[config.mk]
export PLATFORM = sky130hd
export DESIGN_NAME = ivi_host
export DESIGN_NICKNAME = d
export VERILOG_FILES = /design/src/common/ivi_pkg.sv /design/src/verilog/ivi_host.sv /design/src/verilog/ivi_strobe.sv
export VERILOG_INCLUDE_DIRS = /design/src /design/src/common
export SDC_FILE = /design/constraint.sdc
export NUM_CORES = 1
export LEC_CHECK = 0
export BUFFER_PORTS_ARGS = -buffer_cell sky130_fd_sc_hd__buf_2
export CORE_UTILIZATION = 44
export DETAILED_ROUTE_END_ITERATION = 12
export GPL_ROUTABILITY_DRIVEN = 0
export PLACE_DENSITY = 0.62
export SLEW_MARGIN = 20
export SYNTH_ARGS = -nofsm -noshare
export SYNTH_HDL_FRONTEND = slang
export SYNTH_HIERARCHICAL = 1
export SYNTH_SLANG_ARGS = --single-unit
[constraint.sdc]
create_clock -name clk -period 6.6 [get_ports clk]
set_clock_uncertainty 0.05 [all_clocks]
set_input_delay 0.66 -clock clk [delete_from_list [all_inputs] [get_ports clk]]
set_output_delay 0.66 -clock clk [all_outputs]
set_load 0.01 [all_outputs]
[src/common/ivi_map.svh]
// register offsets, field positions and timing constants of the host
`ifndef IVI_MAP_SVH
`define IVI_MAP_SVH

// ----------------------------------------------------------------------
// apb offsets
// ----------------------------------------------------------------------
`define IVI_OFF_CMD    8'h00
`define IVI_OFF_INIT   8'h04
`define IVI_OFF_MASK   8'h08
`define IVI_OFF_STAT   8'h0c
`define IVI_OFF_VEC    8'h10

// ----------------------------------------------------------------------
// command codes and fields
// ----------------------------------------------------------------------
`define IVI_CMD_FLD    1:0
`define IVI_CMD_INIT   2'h0
`define IVI_CMD_MASKWR 2'h1
`define IVI_CMD_ACK    2'h2
`define IVI_CMD_MASKRD 2'h3
`define IVI_CFG_W1     7:0
`define IVI_CFG_BASE   15:8
`define IVI_CFG_CASC   23:16
`define IVI_CFG_MODES  31:24
`define IVI_W1_IC4     0
`define IVI_W1_SINGLE_DEVICE_FLAG    1
`define IVI_W1_ADI     2
`define IVI_W1_LEVEL_TRIGGER_SEL    3
`define IVI_W1_INIT    4
`define IVI_MD_UPM     0
`define IVI_MD_AUTO_END_OF_IRQ    1
`define IVI_MD_MS      2
`define IVI_MD_BUF     3
`define IVI_MD_SPECIAL_NESTING_EN    4
`define IVI_ST_BUSY    0
`define IVI_ST_DONE    1
`define IVI_ST_VERR    2
`define IVI_ST_IRQ     3
`define IVI_ST_MASK    15:8
`define IVI_VEC_B0     7:0
`define IVI_VEC_B1     15:8
`define IVI_VEC_B2     23:16
`define IVI_CALL_OP    8'hcd
`define IVI_ACK_PTR    2'h1
`define IVI_ACK_CALL   2'h2

// ----------------------------------------------------------------------
// strobe timing
// ----------------------------------------------------------------------
`define IVI_CLK_NS     8
`define IVI_STROBE_NS  240
`define IVI_RECOV_NS   200
`define IVI_STROBE_CYC ((`IVI_STROBE_NS + `IVI_CLK_NS - 1) / `IVI_CLK_NS)
`define IVI_RECOV_CYC  ((`IVI_RECOV_NS + `IVI_CLK_NS - 1) / `IVI_CLK_NS)

`endif

[src/common/ivi_pkg.sv]
// types shared by the host controller modules
package ivi_pkg;
	typedef enum logic [1:0] {kWrite, kRead, kAck} ivi_kind_t;
	typedef enum logic [1:0] {phIdle, phSetup, phStrobe, phRecov} ivi_phase_t;
	typedef enum logic [2:0] {
		stIdle, stWord1, stWord2, stCascade, stModes,
		stMaskWr, stMaskRd, stAck
	} ivi_state_t;
endpackage

[src/verilog/ivi_host.sv]
// apb-controlled host that initialises and acknowledges the device
//
// The APB interface to the registers was decided locally.
`include "ivi_map.svh"
module ivi_host
	import ivi_pkg::*;
#(
	parameter int STROBE_CYC = `IVI_STROBE_CYC,
	parameter int RECOV_CYC  = `IVI_RECOV_CYC
) (
	input  wire logic        clk,
	input  wire logic        rst_b,
	input  wire logic        psel,
	input  wire logic        penable,
	input  wire logic        pwrite,
	input  wire logic [7:0]  paddr,
	input  wire logic [31:0] pwdata,
	output logic [31:0]      prdata,
	output logic             pready,
	output logic             pslverr,
	output logic             chipSelB,
	output logic             writeB,
	output logic             readB,
	output logic             irqAckStrobeB,
	output logic             cmdSelectAddr,
	output logic [7:0]       dataOut,
	output logic             dataOe,
	input  wire logic [7:0]  dataIn,
	input  wire logic        devIrq
);
	logic        rstS1Q, rstNQ, irqS1Q, irqS2Q;
	ivi_state_t  stateQ, stateD;
	logic        issuedQ, issuedD, initDoneQ, initDoneD, vecErrQ, vecErrD;
	logic [1:0]  ackIdxQ, ackIdxD;
	logic [31:0] cfgQ, cfgD, prdataQ, prdataD;
	logic [7:0]  maskQ, maskD, maskRdQ, maskRdD;
	logic [23:0] vecQ, vecD;
	logic        preadyQ, preadyD, slvErrQ, slvErrD;
	logic        wrEn, mapped, start, addrBit, sDone, ptrMode;
	ivi_kind_t   kind;
	logic [7:0]  wdata, sData, modesEff, w1, base;
	logic [1:0]  lastAck;

	// ------------------------------------------------------------------
	// reset release and irq synchroniser
	// ------------------------------------------------------------------
	always_ff @(posedge clk or negedge rst_b) begin
		if (!rst_b) begin
			rstS1Q <= 1'b0;
			rstNQ  <= 1'b0;
		end else begin
			rstS1Q <= 1'b1;
			rstNQ  <= rstS1Q;
		end
	end

	always_ff @(posedge clk or negedge rstNQ) begin
		if (!rstNQ) begin
			irqS1Q <= 1'b0;
			irqS2Q <= 1'b0;
		end else begin
			irqS1Q <= devIrq;
			irqS2Q <= irqS1Q;
		end
	end

	// ------------------------------------------------------------------
	// derived modes
	// ------------------------------------------------------------------
	assign w1       = cfgQ[`IVI_CFG_W1];
	assign base     = cfgQ[`IVI_CFG_BASE];
	assign modesEff = w1[`IVI_W1_IC4] ? cfgQ[`IVI_CFG_MODES] : 8'h00;
	assign ptrMode  = modesEff[`IVI_MD_UPM];
	assign lastAck  = ptrMode ? `IVI_ACK_PTR : `IVI_ACK_CALL;
	assign start    = (stateQ != stIdle) && !issuedQ;

	// expected content of each acknowledge byte
	function automatic logic byteOk(input logic [1:0] idx,
		input logic [7:0] b);
		byteOk = 1'b1;
		if (ptrMode) begin
			if (idx == 2'h1)
				byteOk = (b[7:3] == base[7:3]);
		end else if (idx == 2'h0) begin
			byteOk = (b == `IVI_CALL_OP);
		end else if (idx == 2'h1) begin
			if (w1[`IVI_W1_ADI])
				byteOk = (b[7:5] == w1[7:5]) && (b[1:0] == 2'h0);
			else
				byteOk = (b[7:6] == w1[7:6]) && (b[2:0] == 3'h0);
		end else begin
			byteOk = (b == base);
		end
	endfunction

	// ------------------------------------------------------------------
	// pin cycle request per state
	// ------------------------------------------------------------------
	always_comb begin
		kind    = kWrite;
		addrBit = 1'b1;
		wdata   = 8'h00;
		unique case (stateQ)
			stIdle:    wdata = 8'h00;
			stWord1: begin
				addrBit = 1'b0;
				wdata   = w1 | (8'h01 << `IVI_W1_INIT);
			end
			stWord2:   wdata = base;
			stCascade: wdata = cfgQ[`IVI_CFG_CASC];
			stModes:   wdata = cfgQ[`IVI_CFG_MODES];
			stMaskWr:  wdata = maskQ;
			stMaskRd:  kind  = kRead;
			stAck:     kind  = kAck;
		endcase
	end

	ivi_strobe #(
		.STROBE_CYC (STROBE_CYC),
		.RECOV_CYC  (RECOV_CYC)
	) uStrobe (
		.clk     (clk),
		.rstN    (rstNQ),
		.start   (start),
		.kind    (kind),
		.addrBit (addrBit),
		.wdata   (wdata),
		.done    (sDone),
		.rdata   (sData),
		.csB     (chipSelB),
		.wrB     (writeB),
		.rdB     (readB),
		.ackB    (irqAckStrobeB),
		.a0      (cmdSelectAddr),
		.dOut    (dataOut),
		.dOe     (dataOe),
		.dIn     (dataIn)
	);

	// ------------------------------------------------------------------
	// sequencer and apb registers
	// ------------------------------------------------------------------
	assign wrEn   = psel && penable && preadyQ && pwrite;
	assign mapped = (paddr == `IVI_OFF_CMD) || (paddr == `IVI_OFF_INIT) ||
		(paddr == `IVI_OFF_MASK) || (paddr == `IVI_OFF_STAT) ||
		(paddr == `IVI_OFF_VEC);

	always_comb begin
		stateD = stateQ; issuedD = issuedQ; initDoneD = initDoneQ;
		vecErrD = vecErrQ; ackIdxD = ackIdxQ; cfgD = cfgQ;
		maskD = maskQ; maskRdD = maskRdQ; vecD = vecQ;
		if (start)
			issuedD = 1'b1;
		if (sDone) begin
			issuedD = 1'b0;
			unique case (stateQ)
				stWord1: stateD = stWord2;
				stWord2:
					if (!w1[`IVI_W1_SINGLE_DEVICE_FLAG])
						stateD = stCascade;
					else if (w1[`IVI_W1_IC4])
						stateD = stModes;
					else
						stateD = stIdle;
				stCascade: stateD = w1[`IVI_W1_IC4] ? stModes : stIdle;
				stMaskRd: begin
					maskRdD = sData;
					stateD  = stIdle;
				end
				stAck: begin
					unique case (ackIdxQ)
						2'h0:    vecD[`IVI_VEC_B0] = sData;
						2'h1:    vecD[`IVI_VEC_B1] = sData;
						default: vecD[`IVI_VEC_B2] = sData;
					endcase
					if (!byteOk(ackIdxQ, sData))
						vecErrD = 1'b1;
					ackIdxD = ackIdxQ + 2'h1;
					if (ackIdxQ == lastAck)
						stateD = stIdle;
				end
				default: stateD = stIdle;
			endcase
			if ((stateD == stIdle) && (stateQ != stMaskWr) &&
				(stateQ != stMaskRd) && (stateQ != stAck))
				initDoneD = 1'b1;
		end
		if (wrEn && stateQ == stIdle) begin
			if (paddr == `IVI_OFF_INIT)
				cfgD = pwdata;
			if (paddr == `IVI_OFF_MASK)
				maskD = pwdata[7:0];
			if (paddr == `IVI_OFF_CMD) begin
				unique case (pwdata[`IVI_CMD_FLD])
					`IVI_CMD_INIT: begin
						initDoneD = 1'b0;
						stateD    = stWord1;
					end
					`IVI_CMD_MASKWR: if (initDoneQ)
						stateD = stMaskWr;
					`IVI_CMD_MASKRD: if (initDoneQ)
						stateD = stMaskRd;
					`IVI_CMD_ACK: if (initDoneQ) begin
						ackIdxD = 2'h0;
						vecErrD = 1'b0;
						vecD    = 24'h000000;
						stateD  = stAck;
					end
				endcase
			end
		end
	end

	always_comb begin
		preadyD = psel && !penable;
		slvErrD = psel && !penable && !mapped;
		prdataD = prdataQ;
		if (psel && !penable) begin
			prdataD = 32'h00000000;
			unique case (paddr)
				`IVI_OFF_INIT: prdataD = cfgQ;
				`IVI_OFF_MASK: prdataD[7:0] = maskQ;
				`IVI_OFF_STAT: begin
					prdataD[`IVI_ST_BUSY] = (stateQ != stIdle);
					prdataD[`IVI_ST_DONE] = initDoneQ;
					prdataD[`IVI_ST_VERR] = vecErrQ;
					prdataD[`IVI_ST_IRQ]  = irqS2Q;
					prdataD[`IVI_ST_MASK] = maskRdQ;
				end
				`IVI_OFF_VEC:  prdataD[23:0] = vecQ;
				default:       prdataD = 32'h00000000;
			endcase
		end
	end

	always_ff @(posedge clk or negedge rstNQ) begin
		if (!rstNQ) begin
			stateQ <= stIdle; issuedQ <= 1'b0; initDoneQ <= 1'b0;
			vecErrQ <= 1'b0; ackIdxQ <= 2'h0; cfgQ <= 32'h00000000;
			maskQ <= 8'h00; maskRdQ <= 8'h00; vecQ <= 24'h000000;
			prdataQ <= 32'h00000000; preadyQ <= 1'b0; slvErrQ <= 1'b0;
		end else begin
			stateQ <= stateD; issuedQ <= issuedD; initDoneQ <= initDoneD;
			vecErrQ <= vecErrD; ackIdxQ <= ackIdxD; cfgQ <= cfgD;
			maskQ <= maskD; maskRdQ <= maskRdD; vecQ <= vecD;
			prdataQ <= prdataD; preadyQ <= preadyD; slvErrQ <= slvErrD;
		end
	end

	assign prdata  = prdataQ;
	assign pready  = preadyQ;
	assign pslverr = slvErrQ;
endmodule

[src/verilog/ivi_strobe.sv]
// one pin cycle to the device: write, status read or acknowledge
`include "ivi_map.svh"
module ivi_strobe
	import ivi_pkg::*;
#(
	parameter int STROBE_CYC = `IVI_STROBE_CYC,
	parameter int RECOV_CYC  = `IVI_RECOV_CYC
) (
	input  wire logic       clk,
	input  wire logic       rstN,
	input  wire logic       start,
	input  wire ivi_kind_t  kind,
	input  wire logic       addrBit,
	input  wire logic [7:0] wdata,
	output logic            done,
	output logic [7:0]      rdata,
	output logic            csB,
	output logic            wrB,
	output logic            rdB,
	output logic            ackB,
	output logic            a0,
	output logic [7:0]      dOut,
	output logic            dOe,
	input  wire logic [7:0] dIn
);
	localparam int StrobeW = STROBE_CYC;

	ivi_phase_t phQ, phD;
	ivi_kind_t  kindQ, kindD;
	logic [7:0] cntQ, cntD, rdQ, rdD, doQ, doD, s1Q, s2Q;
	logic       csQ, csD, wrQ, wrD, rdbQ, rdbD, akQ, akD;
	logic       a0Q, a0D, oeQ, oeD, doneQ, doneD;

	// ------------------------------------------------------------------
	// data pin synchroniser
	// ------------------------------------------------------------------
	always_ff @(posedge clk or negedge rstN) begin
		if (!rstN) begin
			s1Q <= 8'h00;
			s2Q <= 8'h00;
		end else begin
			s1Q <= dIn;
			s2Q <= s1Q;
		end
	end

	// ------------------------------------------------------------------
	// cycle sequencer
	// ------------------------------------------------------------------
	always_comb begin
		phD = phQ; kindD = kindQ; cntD = cntQ; rdD = rdQ; doD = doQ;
		csD = csQ; wrD = wrQ; rdbD = rdbQ; akD = akQ; a0D = a0Q;
		oeD = oeQ; doneD = 1'b0;
		unique case (phQ)
			phIdle: if (start) begin
				kindD = kind;
				a0D   = addrBit;
				doD   = wdata;
				csD   = (kind == kAck);
				oeD   = (kind == kWrite);
				phD   = phSetup;
			end
			phSetup: begin
				wrD  = !(kindQ == kWrite);
				rdbD = !(kindQ == kRead);
				akD  = !(kindQ == kAck);
				cntD = 8'(STROBE_CYC - 1);
				phD  = phStrobe;
			end
			phStrobe: if (cntQ == 8'h00) begin
				if (kindQ != kWrite)
					rdD = s2Q;
				wrD = 1'b1; rdbD = 1'b1; akD = 1'b1;
				csD = 1'b1; oeD = 1'b0;
				cntD = 8'(RECOV_CYC - 1);
				phD  = phRecov;
			end else begin
				cntD = cntQ - 8'h01;
			end
			phRecov: if (cntQ == 8'h00) begin
				doneD = 1'b1;
				phD   = phIdle;
			end else begin
				cntD = cntQ - 8'h01;
			end
		endcase
	end

	always_ff @(posedge clk or negedge rstN) begin
		if (!rstN) begin
			phQ <= phIdle; kindQ <= kWrite; cntQ <= 8'h00;
			rdQ <= 8'h00; doQ <= 8'h00; csQ <= 1'b1; wrQ <= 1'b1;
			rdbQ <= 1'b1; akQ <= 1'b1; a0Q <= 1'b0; oeQ <= 1'b0;
			doneQ <= 1'b0;
		end else begin
			phQ <= phD; kindQ <= kindD; cntQ <= cntD; rdQ <= rdD;
			doQ <= doD; csQ <= csD; wrQ <= wrD; rdbQ <= rdbD;
			akQ <= akD; a0Q <= a0D; oeQ <= oeD; doneQ <= doneD;
		end
	end

	assign done  = doneQ;
	assign rdata = rdQ;
	assign csB   = csQ;
	assign wrB   = wrQ;
	assign rdB   = rdbQ;
	assign ackB  = akQ;
	assign a0    = a0Q;
	assign dOut  = doQ;
	assign dOe   = oeQ;
endmodule
==> run_results.csv <==
group,metric,value,unit
timing,rsz0062_at_grt,"false",
grt,antenna_found_initial,0,
synthesis,yosys_most_used_dff,"dfrtp_1",
routing,wl,20400,um
floorplan,dieWidth,136,um
synthesis,synth-compound-area-share,0.142,
worst_setup_path,cp_max_fo,28,
routing,dr.pass1.iters,5,
synthesis,synth_cell_types,68,
grt,grt.total_usage,0.232,
timing,slew-limit-headroom,0.458,
cts,ctsResizeCount,0,
final_layout,area_growth_syn_to_layout,15.1,%
synthesis,synth_top_family_by_area,"compound AO/OA/AOI/OAI gates",
worst_setup_path,r2r-end,"cfgQ[10]",
synthesis,synth-async-reset-ratio,1.00,
worst_setup_path,slowest_stage,"dfrtp_1",
worst_setup_path,critPathMaxStageDelay,0.68,ns
floorplan,coreArea,0.0174,sq mm
floorplan,fp-row-count,48,
run,drv_cap,0,
routing,drc,0,
timing,tns,0,ns
timing,max_freq,0.365,GHz
cts,cts_buffers,17,
cts,cts_root_buf,"clkbuf_16",
worst_setup_path,cp.required,6.87,ns
synthesis,synth_top_area_frac,0.523,
grt,grt_overflow,0,
synthesis,synth.area.mux_share,0.117,
floorplan,ios,102,
synthesis,synth_xor_xnor_area_share,0.0133,
synthesis,syn_inst,708,
worst_setup_path,worstPathCellList,"nor3_1, nand4_2, nor2b_2, buf_4, mux2_2",
worst_setup_path,startpoint_type,"flop",
timing,worstMarginPinSlew,0.813,ns
routing,ant_nets,0,
synthesis,synth_fp_nets,770,
place,placed_cell_area,0.00849,sq mm
timing,setup_slack,3.86,ns
routing,drt-initial-drc-count,623,
final_layout,final_cells,1029,
timing,period_minus_slack,2.74,ns
synthesis,ys_seq_area_frac,0.537,
synthesis,syn-cell-area,0.00789,sq mm
place,placed_cells,996,
place,dp_hpwl,14400,um
place,portBuffers,101,
timing,finalCritPeriodShare,0.415,
synthesis,yosysWarnings,6,
worst_setup_path,timing.rr.start,"stateQ[0]",
worst_setup_path,endpoint,"cfgQ[10]",
floorplan,die_h,136,um
routing,wire_per_inst,19.8,um
routing,vias,5925,
final_layout,drive_above_1_share,0.295,
worst_setup_path,path_delay_family,"simple AND/OR/NAND/NOR gates",
cts,cts_tree,"done",
synthesis,yosys-top-cells-area,"dfrtp_1 (52%), mux2_2 (10%), nand2_1 (3.6%)",
cts,cts.sinks,169,
hold_path,hold_path.class,"in2reg",
final_layout,final_area,0.00908,sq mm
synthesis,synth_simple_gate_area_frac,0.141,
cts,insertion_delay,0.44,ns
power_and_ir_drop,peakVddDrop,0.194,mV
place,pre_cts_ws,3.61,ns
power_and_ir_drop,p_leak,4.24,nW
final_layout,antennaDiodeCount,0,
worst_setup_path,crit_arrival,3.01,ns
synthesis,synth_fa_ha_area_frac,0.0127,
synthesis,avgSynthCellArea,11.1,sq um
worst_setup_path,endpoint_kind,"flop",
grt,grt_max_degree,62,
synthesis,synth-seq-cells,169,
floorplan,dieArea,0.0185,sq mm
cts,cts_buffer_depth,2,
worst_setup_path,startpoint,"stateQ[0]",
power_and_ir_drop,powerDensity,233,mW/mm^2
worst_setup_path,rrSetupSlack,3.86,ns
worst_setup_path,reg2regPathDepth,5,
worst_setup_path,path_buf_inv,1,
run_status,outcome,"complete, no violations",
timing,setup_viol,0,
timing,slew_viol_final,0,
cts,htreeDepth,4,
grt,grt_pass1_wl,31900,um
grt,grt_pass1_vias,5775,
cts,clkSlewWorstSetupHoldPaths,0.07,ns
floorplan,initial_core_util,0.453,
worst_setup_path,crit_type,"reg2reg",
synthesis,synth_edf_count,0,
worst_setup_path,cp.depth,5,
timing,hold_viol,0,
synthesis,synth_top_cell_by_area,"dfrtp_1",
final_layout,nNetsFinal,853,
routing,vias_per_cell,5.76,
-- where the power goes --
part           internal, mW  switching (mW)
Sequential             1.05          0.0167
Combinational        0.0261          0.0443
Clock                 0.534           0.453
Total                  1.61           0.514
-- cell families after synthesis --
kind of cell               Yosys count
adders and majority gates            8
DFF                                169
muxes                               83
and+or+nand+nor                    199
buffers and inverters               59
AOI/OAI and AO/OA                  177
xor gates and xnor gates            12
other                                1
-- routing by layer --
layer  global-route usage  vias up  wire length, um
met4                0.105        0              511
met3               0.0503       36             1190
met2                0.370      205             9780
met5                    0        -                0
li1                     -     2735                -
met1                0.303     2949             8920
-- per-stage QoR --
step	util	hold WS, ns	power, mW
after global routing	0.522	0.251	2.19
final	0.522	0.269	2.12
after floorplan	-	0.281	1.12
after CTS	0.522	0.257	2.14
after detailed placement	0.487	0.285	1.15
after global placement	0.487	0.282	1.15
-- synthesized netlist by cell type (all sizes together) (5+ instances only) --
library cell,count
nor2b,7
a22o,12
xnor2,8
nor3b,5
nand2b,5
mux2i,11
inv,16
nand2,76
ha,8
nor2,31
nor3,11
a21oi,46
o22ai,6
mux2,72
nand3b,12
dfrtp,165
nand3,19
buf,18
clkbuf,25
a22oi,27
o2bb2ai,5
nand4,5
o21ai,49
a31oi,8
-- registers in the layout, indices dropped and copies added, names as in the netlist, 2 cells and up --
register / cells
uStrobe/cntQ: 8
maskQ: 8
uStrobe/s1Q: 8
stateQ: 3
uStrobe/rdata: 8
uStrobe/kindQ: 2
uStrobe/phQ: 2
cfgQ: 32
ackIdxQ: 2
prdata: 32
maskRdQ: 8
uStrobe/dOut: 8
vecQ: 24
uStrobe/s2Q: 8
-- worst min path at each step --
| stage | startpoint | endpoint | slack, ns | depth (start not counted) |
|---|---|---|---|---|
| 2_1_floorplan | irqS1Q | irqS2Q | 0.28 | 0 |
| 3_3_place_gp | uStrobe/s1Q[1] | uStrobe/s2Q[1] | 0.28 | 0 |
| 3_5_place_dp | uStrobe/s1Q[2] | uStrobe/s2Q[2] | 0.28 | 0 |
| 4_1_cts | dataIn[6] | uStrobe/s1Q[6] | 0.26 | 1 |
| 5_1_grt | dataIn[6] | uStrobe/s1Q[6] | 0.25 | 1 |
| 6_report | dataIn[1] | uStrobe/s1Q[1] | 0.27 | 1 |
-- cell usage in the layout, fill, tap and decap left out, types with 11 or more instances in the layout --
cell	count
o21ai_1	14
a22oi_1	27
o21ai_0	35
buf_2	101
inv_1	16
dfrtp_1	164
mux2_2	71
mux2i_1	11
nand3b_1	12
nand3_1	19
nor2_1	31
clkbuf_16	17
a21oi_1	46
a22o_1	12
nand2_1	75
-- layout make-up --
class / count / area (sq um)
clock buffers: 17 / 425
flip-flops and latches: 169 / 4240
multi-input cells: 480 / 3370
repair buffers: 107 / 553
well taps: 225 / 282
inverters: 16 / 60.1
clock inverters: 15 / 160
fillers: 1556 / 8330
-- timing repair --
item / CTS / global route
hold endpoints to repair: 2 / 0
buffers inserted: 0 / 0
hold buffers: 1 / 0
(Power assumes the default switching activity.)
